==> config.mk <==
export PLATFORM = sky130hd
export DESIGN_NAME = sdram_timing_control
export DESIGN_NICKNAME = d
export VERILOG_FILES = /design/src/logic/sdram_timing_pkg.sv /design/src/logic/sdram_timing_control.sv
export SDC_FILE = /design/constraint.sdc
export NUM_CORES = 1
export LEC_CHECK = 0
export ABC_CLOCK_PERIOD_IN_PS = 2380
export BUFFER_PORTS_ARGS = -buffer_cell sky130_fd_sc_hd__buf_2
export CAP_MARGIN = 10
export CORE_MARGIN = 8
export CORE_UTILIZATION = 54
export CTS_CLUSTER_SIZE = 8
export DETAILED_ROUTE_END_ITERATION = 12
export MAX_ROUTING_LAYER = met4
export PLACE_DENSITY_LB_ADDON = 0.1
export SLEW_MARGIN = 25
export SYNTH_ARGS = -nofsm -noshare
export SYNTH_HDL_FRONTEND = slang
export SYNTH_SLANG_ARGS = --single-unit
export TNS_END_PERCENT = 20
==> constraint.sdc <==
create_clock -name clk -period 2.38 [get_ports clk]
set_input_delay 0.476 -clock clk [delete_from_list [all_inputs] [get_ports clk]]
set_output_delay 0.476 -clock clk [all_outputs]
set_load 0.03 [all_outputs]
==> src/logic/sdram_timing_pkg.sv <==
// package: sdram timing control register map, fields and timing codes
package sdram_timing_pkg;
    // register word offsets (byte addresses)
    localparam logic [3:0]  TIMING_CTRL_OFS   = 4'h0;
    localparam logic [3:0]  LATENCY_CTRL_OFS  = 4'h4;
    localparam logic [3:0]  SEQ_CTRL_OFS      = 4'h8;
    localparam logic [3:0]  STATUS_OFS        = 4'hc;
    // field positions in the timing control register
    localparam int PRECHARGE_POS   = 14;
    localparam int ACT_DELAY_POS   = 12;
    localparam int WR_RECOVERY_POS = 10;
    localparam int RF_HOLD_POS     = 8;
    localparam int BANK_MODE_POS   = 7;
    localparam int ADDR_MUX_POS    = 3;
    localparam int RF_ENABLE_POS   = 2;
    localparam int RF_KIND_POS     = 1;
    // reset values and timing write mask
    localparam logic [15:0] TIMING_CTRL_RST  = 16'h0000;
    localparam logic [1:0]  LATENCY_RST      = 2'h3;
    localparam logic [15:0] TIMING_WMASK     = 16'hfffe;
    // address multiplex codes and their row start bits
    localparam logic [3:0]  AMX_A10_WIDE = 4'hd;
    localparam logic [3:0]  AMX_A11      = 4'he;
    localparam logic [3:0]  AMX_A9       = 4'h4;
    localparam logic [3:0]  AMX_A10      = 4'h5;
    localparam logic [3:0]  AMX_A9_32    = 4'h7;
    localparam logic [3:0]  ROW_A9       = 4'h9;
    localparam logic [3:0]  ROW_A10      = 4'ha;
    localparam logic [3:0]  ROW_A11      = 4'hb;
    // gap offsets and self-refresh step in cycles
    localparam logic [3:0]  SELF_RF_STEP  = 4'h3;
    localparam logic [3:0]  SELF_RF_BASE  = 4'h2;
    localparam logic [3:0]  RF_HOLD_BASE  = 4'h2;
    // sequence commands
    localparam logic [2:0]  CMD_PRE_ALL   = 3'h1;
    localparam logic [2:0]  CMD_PRE_BANK  = 3'h2;
    localparam logic [2:0]  CMD_WRITE_END = 3'h3;
    localparam logic [2:0]  CMD_AUTO_RF   = 3'h4;
    localparam logic [2:0]  CMD_SELF_EXIT = 3'h5;
    localparam logic [2:0]  CMD_ACTIVATE  = 3'h6;
endpackage : sdram_timing_pkg

==> src/logic/sdram_timing_control.sv <==
// sdram timing control register and sequencing gap logic
`timescale 1ns/1ps
module sdram_timing_control (
    // clock, reset, enable
    input  wire logic        clk,
    input  wire logic        nrst,
    input  wire logic        power_on_rst,
    input  wire logic        ce,
    // wishbone slave
    input  wire logic        wb_cyc_i,
    input  wire logic        wb_stb_i,
    input  wire logic        wb_we_i,
    input  wire logic [3:0]  wb_adr_i,
    input  wire logic [3:0]  wb_sel_i,
    input  wire logic [31:0] wb_dat_i,
    output logic      [31:0] wb_dat_o,
    output logic             wb_ack_o,
    // memory side events
    input  wire logic        bus_cycle_busy,
    input  wire logic        refresh_req,
    input  wire logic        self_refresh_exit,
    input  wire logic        seq_cmd_valid,
    input  wire logic [2:0]  seq_cmd,
    // timing outputs
    output logic      [1:0]  cas_latency,
    output logic      [2:0]  act_to_access_cycles,
    output logic             bank_keep_open_mode,
    output logic      [3:0]  row_start_bit,
    output logic             addr_mux_valid,
    output logic             activate_allowed,
    output logic             auto_refresh_go,
    output logic             self_refresh_go
);

    logic [1:0]  rst_sync_r;
    logic        rstn;
    logic [15:0] timing_r;
    logic [1:0]  latency_r;
    logic [3:0]  gap_r;
    logic        in_self_r;
    logic        rf_pend_r;
    logic        ack_r;

    always_ff @(posedge clk or negedge nrst) begin
        if (!nrst) begin
            rst_sync_r <= 2'h0;
        end else begin
            rst_sync_r <= {rst_sync_r[0], 1'b1};
        end
    end
    assign rstn = rst_sync_r[1];

    localparam int PRE_LO  = sdram_timing_pkg::PRECHARGE_POS;
    localparam int PRE_HI  = PRE_LO + 1;
    localparam int ACT_LO  = sdram_timing_pkg::ACT_DELAY_POS;
    localparam int ACT_HI  = ACT_LO + 1;
    localparam int WR_LO   = sdram_timing_pkg::WR_RECOVERY_POS;
    localparam int WR_HI   = WR_LO + 1;
    localparam int HOLD_LO = sdram_timing_pkg::RF_HOLD_POS;
    localparam int HOLD_HI = HOLD_LO + 1;
    localparam int AMX_LO  = sdram_timing_pkg::ADDR_MUX_POS;
    localparam int AMX_HI  = AMX_LO + 3;

    // field decode
    wire [1:0] precharge_code = timing_r[PRE_HI:PRE_LO];
    wire [1:0] act_code       = timing_r[ACT_HI:ACT_LO];
    wire [1:0] wr_code        = timing_r[WR_HI:WR_LO];
    wire [1:0] hold_code      = timing_r[HOLD_HI:HOLD_LO];
    wire [3:0] amx_code       = timing_r[AMX_HI:AMX_LO];
    wire       rf_enable      = timing_r[sdram_timing_pkg::RF_ENABLE_POS];
    wire       rf_kind        = timing_r[sdram_timing_pkg::RF_KIND_POS];
    wire       bank_mode      = timing_r[sdram_timing_pkg::BANK_MODE_POS];

    // code plus one cycle count
    function automatic logic [3:0] code_cycles(input logic [1:0] code);
        code_cycles = {2'h0, code} + 4'h1;
    endfunction : code_cycles

    wire [3:0] pre_gap = code_cycles(precharge_code);
    wire [3:0] self_gap = sdram_timing_pkg::SELF_RF_BASE
                        + 4'({2'h0, precharge_code}
                        * sdram_timing_pkg::SELF_RF_STEP);

    wire [1:0] cas_nxt = (latency_r == 2'h0) ? 2'h1 : latency_r;

    logic [3:0] row_nxt;
    logic       mux_ok_nxt;
    always_comb begin
        row_nxt    = 4'h0;
        mux_ok_nxt = 1'b1;
        unique case (amx_code)
            sdram_timing_pkg::AMX_A10_WIDE: row_nxt = sdram_timing_pkg::ROW_A10;
            sdram_timing_pkg::AMX_A11:      row_nxt = sdram_timing_pkg::ROW_A11;
            sdram_timing_pkg::AMX_A9:       row_nxt = sdram_timing_pkg::ROW_A9;
            sdram_timing_pkg::AMX_A10:      row_nxt = sdram_timing_pkg::ROW_A10;
            sdram_timing_pkg::AMX_A9_32:    row_nxt = sdram_timing_pkg::ROW_A9;
            default:                        mux_ok_nxt = 1'b0;
        endcase
    end

    // gap load for each sequence event
    logic [3:0] gap_load;
    always_comb begin
        gap_load = 4'h0;
        case (seq_cmd)
            sdram_timing_pkg::CMD_PRE_ALL:  gap_load = pre_gap - 4'h1;
            sdram_timing_pkg::CMD_PRE_BANK:
                gap_load = bank_mode ? pre_gap - 4'h1 : pre_gap;
            sdram_timing_pkg::CMD_WRITE_END:
                gap_load = pre_gap + code_cycles(wr_code);
            sdram_timing_pkg::CMD_AUTO_RF:
                gap_load = pre_gap + {2'h0, hold_code}
                         + sdram_timing_pkg::RF_HOLD_BASE;
            sdram_timing_pkg::CMD_SELF_EXIT: gap_load = self_gap;
            default: gap_load = 4'h0;
        endcase
    end

    // wishbone decode
    wire        wb_req  = wb_cyc_i & wb_stb_i & ~ack_r;
    wire        wb_wr   = wb_req & wb_we_i;
    wire        hit_tim = wb_adr_i == sdram_timing_pkg::TIMING_CTRL_OFS;
    wire        hit_lat = wb_adr_i == sdram_timing_pkg::LATENCY_CTRL_OFS;
    wire        hit_st  = wb_adr_i == sdram_timing_pkg::STATUS_OFS;
    wire [15:0] bmask   = {{8{wb_sel_i[1]}}, {8{wb_sel_i[0]}}}
                        & sdram_timing_pkg::TIMING_WMASK;
    wire [15:0] tim_nxt = (timing_r & ~bmask) | (wb_dat_i[15:0] & bmask);
    wire [31:0] rd_val  = hit_tim ? {16'h0, timing_r}
                        : hit_lat ? {27'h0, latency_r, 3'h0}
                        : hit_st  ? {28'h0, rf_pend_r, in_self_r,
                                     mux_ok_nxt, gap_r == 4'h0}
                        : 32'h0;

    always_ff @(posedge clk or negedge rstn) begin
        if (!rstn) begin
            timing_r  <= sdram_timing_pkg::TIMING_CTRL_RST;
            latency_r <= sdram_timing_pkg::LATENCY_RST;
        end else if (ce) begin
            if (power_on_rst) begin
                timing_r  <= sdram_timing_pkg::TIMING_CTRL_RST;
                latency_r <= sdram_timing_pkg::LATENCY_RST;
            end else if (wb_wr && hit_tim) begin
                timing_r <= tim_nxt;
            end else if (wb_wr && hit_lat && wb_sel_i[0]) begin
                latency_r <= wb_dat_i[4:3];
            end
        end
    end

    always_ff @(posedge clk or negedge rstn) begin
        if (!rstn) begin
            ack_r <= 1'b0;
        end else if (ce) begin
            ack_r <= wb_req;
        end
    end

    // refresh and gap sequencing
    wire rf_run   = rf_enable & ~rf_kind;
    wire gap_done = gap_r == 4'h0;
    always_ff @(posedge clk or negedge rstn) begin
        if (!rstn) begin
            gap_r     <= 4'h0;
            in_self_r <= 1'b0;
            rf_pend_r <= 1'b0;
        end else if (ce) begin
            if (seq_cmd_valid && seq_cmd != sdram_timing_pkg::CMD_ACTIVATE)
                gap_r <= gap_load;
            else if (!gap_done)
                gap_r <= gap_r - 4'h1;
            if (self_refresh_exit)
                in_self_r <= 1'b0;
            else if (rf_enable && rf_kind && !bus_cycle_busy)
                in_self_r <= 1'b1;
            if (rf_run && !bus_cycle_busy)
                rf_pend_r <= 1'b0;
            else if (refresh_req && rf_run && !in_self_r)
                rf_pend_r <= 1'b1;
            else if (!rf_run)
                rf_pend_r <= 1'b0;
        end
    end

    always_ff @(posedge clk or negedge rstn) begin
        if (!rstn) begin
            cas_latency          <= sdram_timing_pkg::LATENCY_RST;
            act_to_access_cycles <= 3'h1;
            bank_keep_open_mode  <= 1'b0;
            row_start_bit        <= 4'h0;
            addr_mux_valid       <= 1'b0;
            activate_allowed     <= 1'b1;
            auto_refresh_go      <= 1'b0;
            self_refresh_go      <= 1'b0;
            wb_ack_o             <= 1'b0;
            wb_dat_o             <= 32'h0;
        end else if (ce) begin
            cas_latency          <= cas_nxt;
            act_to_access_cycles <= 3'(code_cycles(act_code));
            bank_keep_open_mode  <= bank_mode;
            row_start_bit        <= row_nxt;
            addr_mux_valid       <= mux_ok_nxt;
            activate_allowed     <= gap_done && !in_self_r;
            auto_refresh_go      <= rf_run && !bus_cycle_busy && !in_self_r
                                    && (rf_pend_r || refresh_req);
            self_refresh_go      <= in_self_r;
            wb_ack_o             <= wb_req;
            wb_dat_o             <= rd_val;
        end
    end
endmodule : sdram_timing_control

==> impl_metrics.ini, run 1 <==
[grt]
grt_pass1_vias = 2419
grt-ovfl-total = 0
grt_usage_pct = 17.4
grt_pass1_wl_um = 11500
antenna_found_initial = 0
grt_start_max_net_pins = 48

[floorplan]
die_h_um = 90.3
initial_core_util_pct = 55.2
rows = 27
core_sq_um = 5410
die_w_um = 90.3
die_area_sq_um = 8160
io_pins = 101

[pwr]
ir_drop_v = 0.000397
power_leakage_nw = 1.70
powerDensity_nw_per_um2 = 558
finalPower_w = 0.00195

[worst_setup_path]
criticalPathCategory = reg -> reg
crit_arrival_ns = 2.43
critPathLaunchType = flip-flop
end_kind = flip-flop
critPathMaxFanout = 3
worstPathRequired_ns = 2.56

[sta]
finalSetupTns_ns = 0
period_needed_ns = 2.25
setup_viol = 0
slew_headroom_pct = 60.9
clock.fmax_mhz = 444
hold_viol = 0
fin_skew_ns = 0.00462
period_share_pct = 94.6
rsz0062_at_grt = no
worstMarginPinSlew_ns = 0.583
slew_viol_final = 0

[run]
drv_cap = 0

[min_path]
hold_path.class = reg -> async

[drt]
drt-vias-per-instance = 5.38
drt_iter0_drc = 91
vias = 2364
drtAntennaViolNets = 0
drc = 0
wire_per_inst_um = 15.3
firstDrtPassIters = 4
wirelength_um = 6720

[yosys]
ys_warn_count = 0
avgSynthCellArea_sq_um = 9.98
synth-edff-count = 0
synth_largest_area_cell = dfrtp_1
syn_area_sq_um = 2980
yosysSeqAreaShare_pct = 46.4
ys_ff_latch = 55
synth_most_common_cell = dfrtp_1
ys.flop_type = dfrtp_1
synthCells = 299
yosysUniqueCellTypes = 52
synthArstFlopShare_pct = 100
synth_top_area_share_pct = 41.1
synth_common_cells = dfrtp_1 (49), inv_1 (34), o21ai_0 (21), buf_4 (17), a22o_1 (15)
synth_area_leaders = dfrtp_1 (41%), dfstp_2 (5.3%), ha_1 (5.0%)

[clocking]
root_buffer = clkbuf_8
cts_tree = yes
numCtsBuffers = 5
clock_latency_ns = 0.30
clk_pin_slew_ns = 0.09
clock-sinks = 55
htreeDepth = 2
clk_path_buf_depth = 2

[cells_and_area]
nFillCells = 474
synthToLayoutAreaGrowth_pct = 17.1
fin_nets = 434
drive_gt1_share_pct = 28.6
n_antenna_cell = 0

[place]
gp_congestion = 0.847
dp_hpwl_um = 5180
numPortBuffers = 64

[outcome]
outcome = finished, final reports clean
==> flip-flops by register name, summed over array words and instances (netlist names) <==
name,flops
row_start_bit,3
cas_latency,2
activate_allowed,1
auto_refresh_go,1
self_refresh_go,1
bank_keep_open_mode,1
wb_dat_o,16
wb_ack_o,1
rf_pend_r,1
act_to_access_cycles,3
rst_sync_r,2
addr_mux_valid,1
gap_r,4
in_self_r,1
timing_r,15
latency_r,2
==> power by group <==
group	total, W	internal (W)	switching (W)
sequential	0.00106	0.00101	0.0000494
combinational	0.000398	0.000150	0.000248
clock	0.000491	0.000210	0.000281
==> critical path: stages, from the launching register on <==
cell	delay, ns
dfrtp_1	0.41
inv_4	0.06
ha_4	0.27
inv_2	0.04
ha_4	0.20
inv_2	0.06
ha_4	0.12
inv_2	0.03
fa_1	0.49
inv_1	0.04
a32o_1	0.20
o21ai_1	0.13
o211ai_1	0.09
==> layout by cell type, fill, tap and decap left out, drive strengths merged, types with 2 or more instances in the layout <==
master and n:
a211oi 3, a21oi 11, a22o 15, a31oi 3, a32o 3, a32oi 2
and3 2, buf 73, clkbuf 8, conb 18, dfrtp 49, dfstp 6
fa 2, ha 12, inv 34, mux2 7, mux2i 4, nand2 13
nand2b 4, nand3 12, nand3b 5, nand4 3, nor2 15, nor2b 7
nor3 5, o211ai 2, o21ai 23, o22a 2, o22ai 2, o2bb2ai 2
o31ai 3, xor2 2
==> layout make-up <==
type | count | area, sq um | area share (%)
Inverter | 34 | 130 | 3.72
Clock buffer | 8 | 80.1 | 2.29
Tap cell | 72 | 90.1 | 2.58
Multi-Input combinational cell | 196 | 1390 | 39.7
Sequential cell | 55 | 1390 | 39.6
Timing Repair Buffer | 74 | 423 | 12.1
==> worst paths after layout <==
path | from | cells after the start | to | slack [ns]
setup / recovery | timing_r[14] | 12 | gap_r[2] | 0.13
hold / removal | rst_sync_r[1] | 0 | act_to_access_cycles[1] | 0.24
setup reg to reg | timing_r[14] | 12 | gap_r[2] | 0.13
hold reg to reg | rst_sync_r[1] | 0 | act_to_access_cycles[1] | 0.24
max in group asynchronous | rst_sync_r[1] | 1 | activate_allowed | 1.54
min in group clk | self_refresh_exit | 2 | in_self_r | 0.33
==> logic make-up after synthesis <==
| logic type | synth area share [%] |
|---|---|
| simple gates | 13.9 |
| compound gates | 18.2 |
| buf+inv | 10.4 |
| xor+xnor | 0.587 |
| flops | 46.4 |
| fa+ha+maj | 6.37 |
| mux | 3.98 |
| other cells | 0.252 |
==> layer usage <==
metal	share of wire (%)	GRT usage (%)	wire, um
met1	44	21.4	2970
met2	49	27.9	3280
met3	5.8	4.82	393
met4	1.1	4.16	72
met5	0	-	0
==> through the flow <==
step	worst slack, ns	cell area [sq um]	instances	utilization [%]	hold WS (ns)
floorplan	0.00171	3080	315	-	0.180
global placement	0.0913	3370	427	62.4	0.248
detailed placement	0.0387	3370	427	62.4	0.252
CTS	0.0243	3460	436	64.1	0.254
global route	0.0296	3500	439	64.7	0.286
finish	0.129	3500	439	64.7	0.235
==> repair_timing <==
item,4_1_cts,5_1_grt
gates resized for setup,0,2
endpoints found under the setup margin,0,1
buffers inserted,0,3
hold endpoints to repair,2,0
hold buffers,1,0
No activity file was read; power rests on OpenSTA's default activity.
==> inputs of run 2 (changes only) <==
--- a/config.mk
+++ b/config.mk
@@ -6,7 +6,7 @@
 export NUM_CORES = 1
 export LEC_CHECK = 0
 export ABC_CLOCK_PERIOD_IN_PS = 2380
-export BUFFER_PORTS_ARGS = -buffer_cell sky130_fd_sc_hd__buf_2
+export BUFFER_PORTS_ARGS = -buffer_cell sky130_fd_sc_hd__buf_4
 export CAP_MARGIN = 10
 export CORE_MARGIN = 8
 export CORE_UTILIZATION = 54
==> run 2 against run 1 <==
Register-to-register slack worse by 0.03 ns. Clock skew rose by 0.0083 ns. Routed wire length increased by 3.9%. Critical endpoint unchanged. Critical path type unchanged.
==> impl_metrics.ini, run 2 (synthesis results as in run 1) <==
[drt]
vias = 2387
wire_per_inst_um = 15.8
firstDrtPassIters = 4
drt-vias-per-instance = 5.41
wirelength_um = 6980
drtAntennaViolNets = 0
drc = 0
drt_iter0_drc = 121

[sta]
fin_skew_ns = 0.0129
layout_setup_ws_ns = 0.0997
clock.fmax_mhz = 439
hold_viol = 0
fin_hold_ws_ns = 0.0612
slew_viol_final = 0
period_share_pct = 95.8
slew_headroom_pct = 58.2
period_needed_ns = 2.28
setup_viol = 0
worstMarginPinSlew_ns = 0.627

[clocking]
htreeDepth = 2
root_buffer = clkbuf_8
clock_latency_ns = 0.31
clk_path_buf_depth = 2
clk_pin_slew_ns = 0.10
cts_tree = yes
numCtsBuffers = 5
clock-sinks = 55

[grt]
grt_pass1_wl_um = 11600
grt_pass1_vias = 2418
grt_usage_pct = 17.5
grt-ovfl-total = 0
grt_start_max_net_pins = 51
antenna_found_initial = 0

[worst_setup_path]
criticalPathCategory = reg -> reg
end_kind = flip-flop
crit_slowest_cell = fa_1
cpPeakStageDelay_ns = 0.49
crit_arrival_ns = 2.46
critPathMaxFanout = 3
worstPathCellList = inv_4, ha_4, inv_2, ha_4, inv_2, ha_4, inv_2, fa_1, inv_1, a32o_1, o21ai_1, o211ai_1
worstPathRequired_ns = 2.56
critPathLaunchType = flip-flop

[floorplan]
die_area_sq_um = 8160
die_w_um = 90.3
die_h_um = 90.3
io_pins = 101
initial_core_util_pct = 55.2
rows = 27
core_sq_um = 5410

[cells_and_area]
largest_reg_flops = 16
instances_no_fill = 441
reg_top3 = wb_dat_o x16, timing_r x15, gap_r x4
stdcell_area_sq_um = 3670
layout_common_cells = buf_4 (75), dfrtp_1 (48), inv_1 (29)
synthToLayoutAreaGrowth_pct = 22.9
n_antenna_cell = 0
fin_util_pct = 67.8
drive_gt1_share_pct = 29.8
nFillCells = 447
fin_nets = 436
layout.cells.most_common = buf_4
top_register = wb_dat_o

[pwr]
power_leakage_nw = 1.75
ir_drop_v = 0.000368
powerDensity_nw_per_um2 = 557

[min_path]
hold_path.class = reg -> async

[run]
drv_cap = 0

[place]
dp_slack_ns = 0.0339
placed_area_sq_um = 3520
numPortBuffers = 64
gp_congestion = 0.825
numPlacedInstances = 428
dp_hpwl_um = 5250

[outcome]
outcome = finished, final reports clean
-- run 2: changes by cell type in the layout (fill, tap and decap cells not counted), sizes merged --
cell,previous run,this run
buf,73,75
clkbuf,8,6
inv,34,36
-- run 2: worst max-delay path: cells and delay by family, from the launching register on --
| kind | cells | cell delay, ns |
|---|---|---|
| compound gates | 3 | 0.42 |
| fa+ha+maj | 4 | 1.09 |
| buf+inv | 5 | 0.24 |
| flops | 1 | 0.40 |
-- run 2: layout make-up --
| type | count | area (sq um) | area share, % |
|---|---|---|---|
| multi-input combinational | 196 | 1390 | 37.8 |
| sequential | 55 | 1390 | 37.8 |
| timing repair buffer | 76 | 573 | 15.6 |
| inverter | 34 | 130 | 3.55 |
| tap | 72 | 90.1 | 2.46 |
| clock buffer | 6 | 82.6 | 2.25 |
| clock inverter | 2 | 17.5 | 0.478 |
-- run 2: worst paths after layout --
check | start | endpoint | slack, ns | depth (start not counted)
setup / recovery | timing_r[14] | gap_r[2] | 0.1 | 12
hold / removal | rst_sync_r[1] | wb_dat_o[4] | 0.06 | 0
setup reg to reg | timing_r[14] | gap_r[2] | 0.1 | 12
hold reg to reg | rst_sync_r[1] | wb_dat_o[4] | 0.06 | 0
max in group asynchronous | rst_sync_r[1] | wb_dat_o[0] | 1.49 | 1
min in group clk | self_refresh_exit | in_self_r | 0.33 | 2
-- run 2: per-stage QoR --
| step | power [W] | TNS, ns |
|---|---|---|
| floorplan | 0.00138 | 0 |
| global placement | 0.00150 | 0 |
| detailed placement | 0.00151 | 0 |
| CTS | 0.00206 | 0 |
| global route | 0.00215 | -0.0290 |
| finish | 0.00204 | 0 |
-- run 2: report_power, final --
part | switching (W) | internal, W | leakage [nW] | total (W)
combinational | 0.000258 | 0.000174 | 0.964 | 0.000432
clock | 0.000309 | 0.000244 | 0.0522 | 0.000553
sequential | 0.0000454 | 0.00101 | 0.730 | 0.00106
-- run 2: repair_timing --
item                       4_1_cts  5_1_grt
setup buffers                    0        4
hold endpoints to repair         2        0
resized for setup                0        2
setup endpoints to repair        0        1
hold buffers                     1        0
-- run 2: per-layer routing --
metal | vias to the layer above | part of all wire (%) | track usage (%)
met5 | - | 0 | -
met4 | 0 | 0.79 | 4.99
met3 | 5 | 5.9 | 4.74
met2 | 80 | 48 | 28.2
met1 | 1150 | 45 | 21.0
li1 | 1152 | - | -
==> inputs of run 3 (changes only) <==
--- a/config.mk
+++ b/config.mk
@@ -12,6 +12,7 @@
 export CORE_UTILIZATION = 54
 export CTS_CLUSTER_SIZE = 8
 export DETAILED_ROUTE_END_ITERATION = 12
+export GPL_TIMING_DRIVEN = 0
 export MAX_ROUTING_LAYER = met4
 export PLACE_DENSITY_LB_ADDON = 0.1
 export SLEW_MARGIN = 25
==> run 3 against run 2 <==
Sequential share of layout area is 1.3 points lower. Combinational power grew 1%. Critical endpoint unchanged. First-iteration DRC count up 15%. Final area grew 3.9%. Global-route usage increased by 1.2 points. Register-to-register slack worse by 0.09 ns. Worst hold slack gained 0.26 ns. Fmax fell by 3.9%.
==> impl_metrics.ini, run 3 (synthesis results as in run 1) <==
[sta]
slew_viol_final = 0
period_share_pct = 99.7
period_needed_ns = 2.37
fin_skew_ns = 0.0118
clock.fmax_mhz = 422
setup_viol = 0
hold_viol = 0
worstMarginPinSlew_ns = 0.673
slew_headroom_pct = 55.1
rsz0062_at_grt = yes

[drt]
wirelength_um = 7290
wire_per_inst_um = 15.8
drtAntennaViolNets = 0
drt-vias-per-instance = 5.27
drc = 0
drt_iter0_drc = 139
firstDrtPassIters = 4
vias = 2435

[cells_and_area]
n_antenna_cell = 0
stdcell_area_sq_um = 3810
fin_nets = 457
fin_util_pct = 70.4
layout_common_cells = buf_4 (83), dfrtp_1 (48), inv_1 (30)
synthToLayoutAreaGrowth_pct = 27.6
instances_no_fill = 462
drive_gt1_share_pct = 31.3
layout.cells.most_common = buf_4
reg_top3 = wb_dat_o x16, timing_r x15, gap_r x4
top_register = wb_dat_o
largest_reg_flops = 16

[pwr]
switchingPower_w = 0.000612
powerDensity_nw_per_um2 = 560
swShare_pct = 28.7
power_leakage_nw = 1.84
ir_drop_v = 0.000367
power.share.sequential_pct = 50.2
p_comb_share_pct = 20.5
power_frac_clock_pct = 29.2
p_int_w = 0.00152

[floorplan]
initial_core_util_pct = 55.2
io_pins = 101
core_sq_um = 5410
die_h_um = 90.3
rows = 27
die_area_sq_um = 8160
die_w_um = 90.3

[worst_setup_path]
end_kind = flip-flop
crit_arrival_ns = 2.55
critPathLaunchType = flip-flop
worstPathRequired_ns = 2.56
criticalPathCategory = reg -> reg
critPathMaxFanout = 3

[grt]
grtUsageMet3_pct = 3.66
grt-ovfl-total = 0
grt_start_max_net_pins = 54
met2_usage_pct = 30.7
met1_usage_pct = 22.9
antenna_found_initial = 0
grt_pass1_vias = 2616
busiest_layer = met2
grt_pass1_wl_um = 12400
grt_usage_pct = 18.7

[outcome]
outcome = finished, final reports clean

[clocking]
clock_latency_ns = 0.31
numCtsBuffers = 5
root_buffer = clkbuf_8
clk_pin_slew_ns = 0.10
htreeDepth = 2
cts_tree = yes
clk_path_buf_depth = 2
clock-sinks = 55

[place]
dp_hpwl_um = 5530
placed_area_sq_um = 3640
numPortBuffers = 61
numPlacedInstances = 448
gp_congestion = 0.900

[run]
drv_cap = 0

[min_path]
hold_path.class = in -> reg
run 3: cell types whose count changed in the layout (fill, tap and decap cells not counted), sizes merged:
cell	before	now
inv	36	35
clkbuf	6	13
bufinv	0	1
buf	75	89
run 3: what timing repair did:
action	4_1_cts	5_1_grt
hold buffers	1	0
hold endpoints to repair	2	0
resized for setup	2	0
pin swaps	4	0
setup buffers	4	1
endpoints found under the setup margin	2	1
run 3: layout make-up:
class	instances	area [sq um]
Fill cell	424	1600
Sequential cell	55	1390
Multi-Input combinational cell	196	1390
Timing Repair Buffer	67	505
Buffer	30	193
Inverter	34	133
Tap cell	72	90.1
Clock buffer	6	72.6
Clock inverter	2	38.8
run 3: worst paths after layout:
kind / cells past startpoint / start / slack, ns / to
setup / recovery: 13 / timing_r[14] / 0.008 / gap_r[2]
hold / removal: 2 / self_refresh_exit / 0.33 / in_self_r
setup reg to reg: 13 / timing_r[14] / 0.008 / gap_r[2]
hold reg to reg: 0 / rst_sync_r[0] / 0.36 / rst_sync_r[1]
max in group asynchronous: 0 / rst_sync_r[1] / 1.55 / wb_dat_o[7]
min in group asynchronous: 0 / rst_sync_r[1] / 0.38 / wb_dat_o[4]
run 3: power groups by stage:
stage               clock (W)  sequential (W)  combinational (W)
detailed placement          0         0.00109           0.000433
global route         0.000664         0.00109           0.000481
floorplan                   0         0.00112           0.000258
finish               0.000623         0.00107           0.000438
global placement            0         0.00109           0.000425
CTS                  0.000642         0.00107           0.000439
run 3: critical path, cell delays in order (launching register included):
cell and delay (ns):
dfrtp_1 0.37, clkbuf_8 0.14, inv_4 0.04, ha_4 0.28
inv_4 0.04, ha_4 0.20, inv_2 0.06, ha_4 0.12
inv_2 0.03, fa_1 0.47, inv_1 0.04, a32o_1 0.21
o21ai_1 0.15, o211ai_1 0.10
run 3: routing by layer:
metal / vias to the layer above / part of all wire [%]
li1: 1194 / -
met1: 1168 / 47
met2: 61 / 48
met3: 12 / 3.6
met4: 0 / 1.6
met5: - / 0
run 3: stage by stage:
stage                     total power (W)  TNS (ns)  worst slack [ns]  hold WS (ns)
final                             0.00213         0           0.00830         0.326
after global routing              0.00223   -0.0683           -0.0683         0.321
after CTS                         0.00215         0            0.0116         0.318
after detailed placement          0.00153    -0.197            -0.197         0.261
after global placement            0.00151    -0.138            -0.138         0.258
after floorplan                   0.00138         0           0.00171         0.180
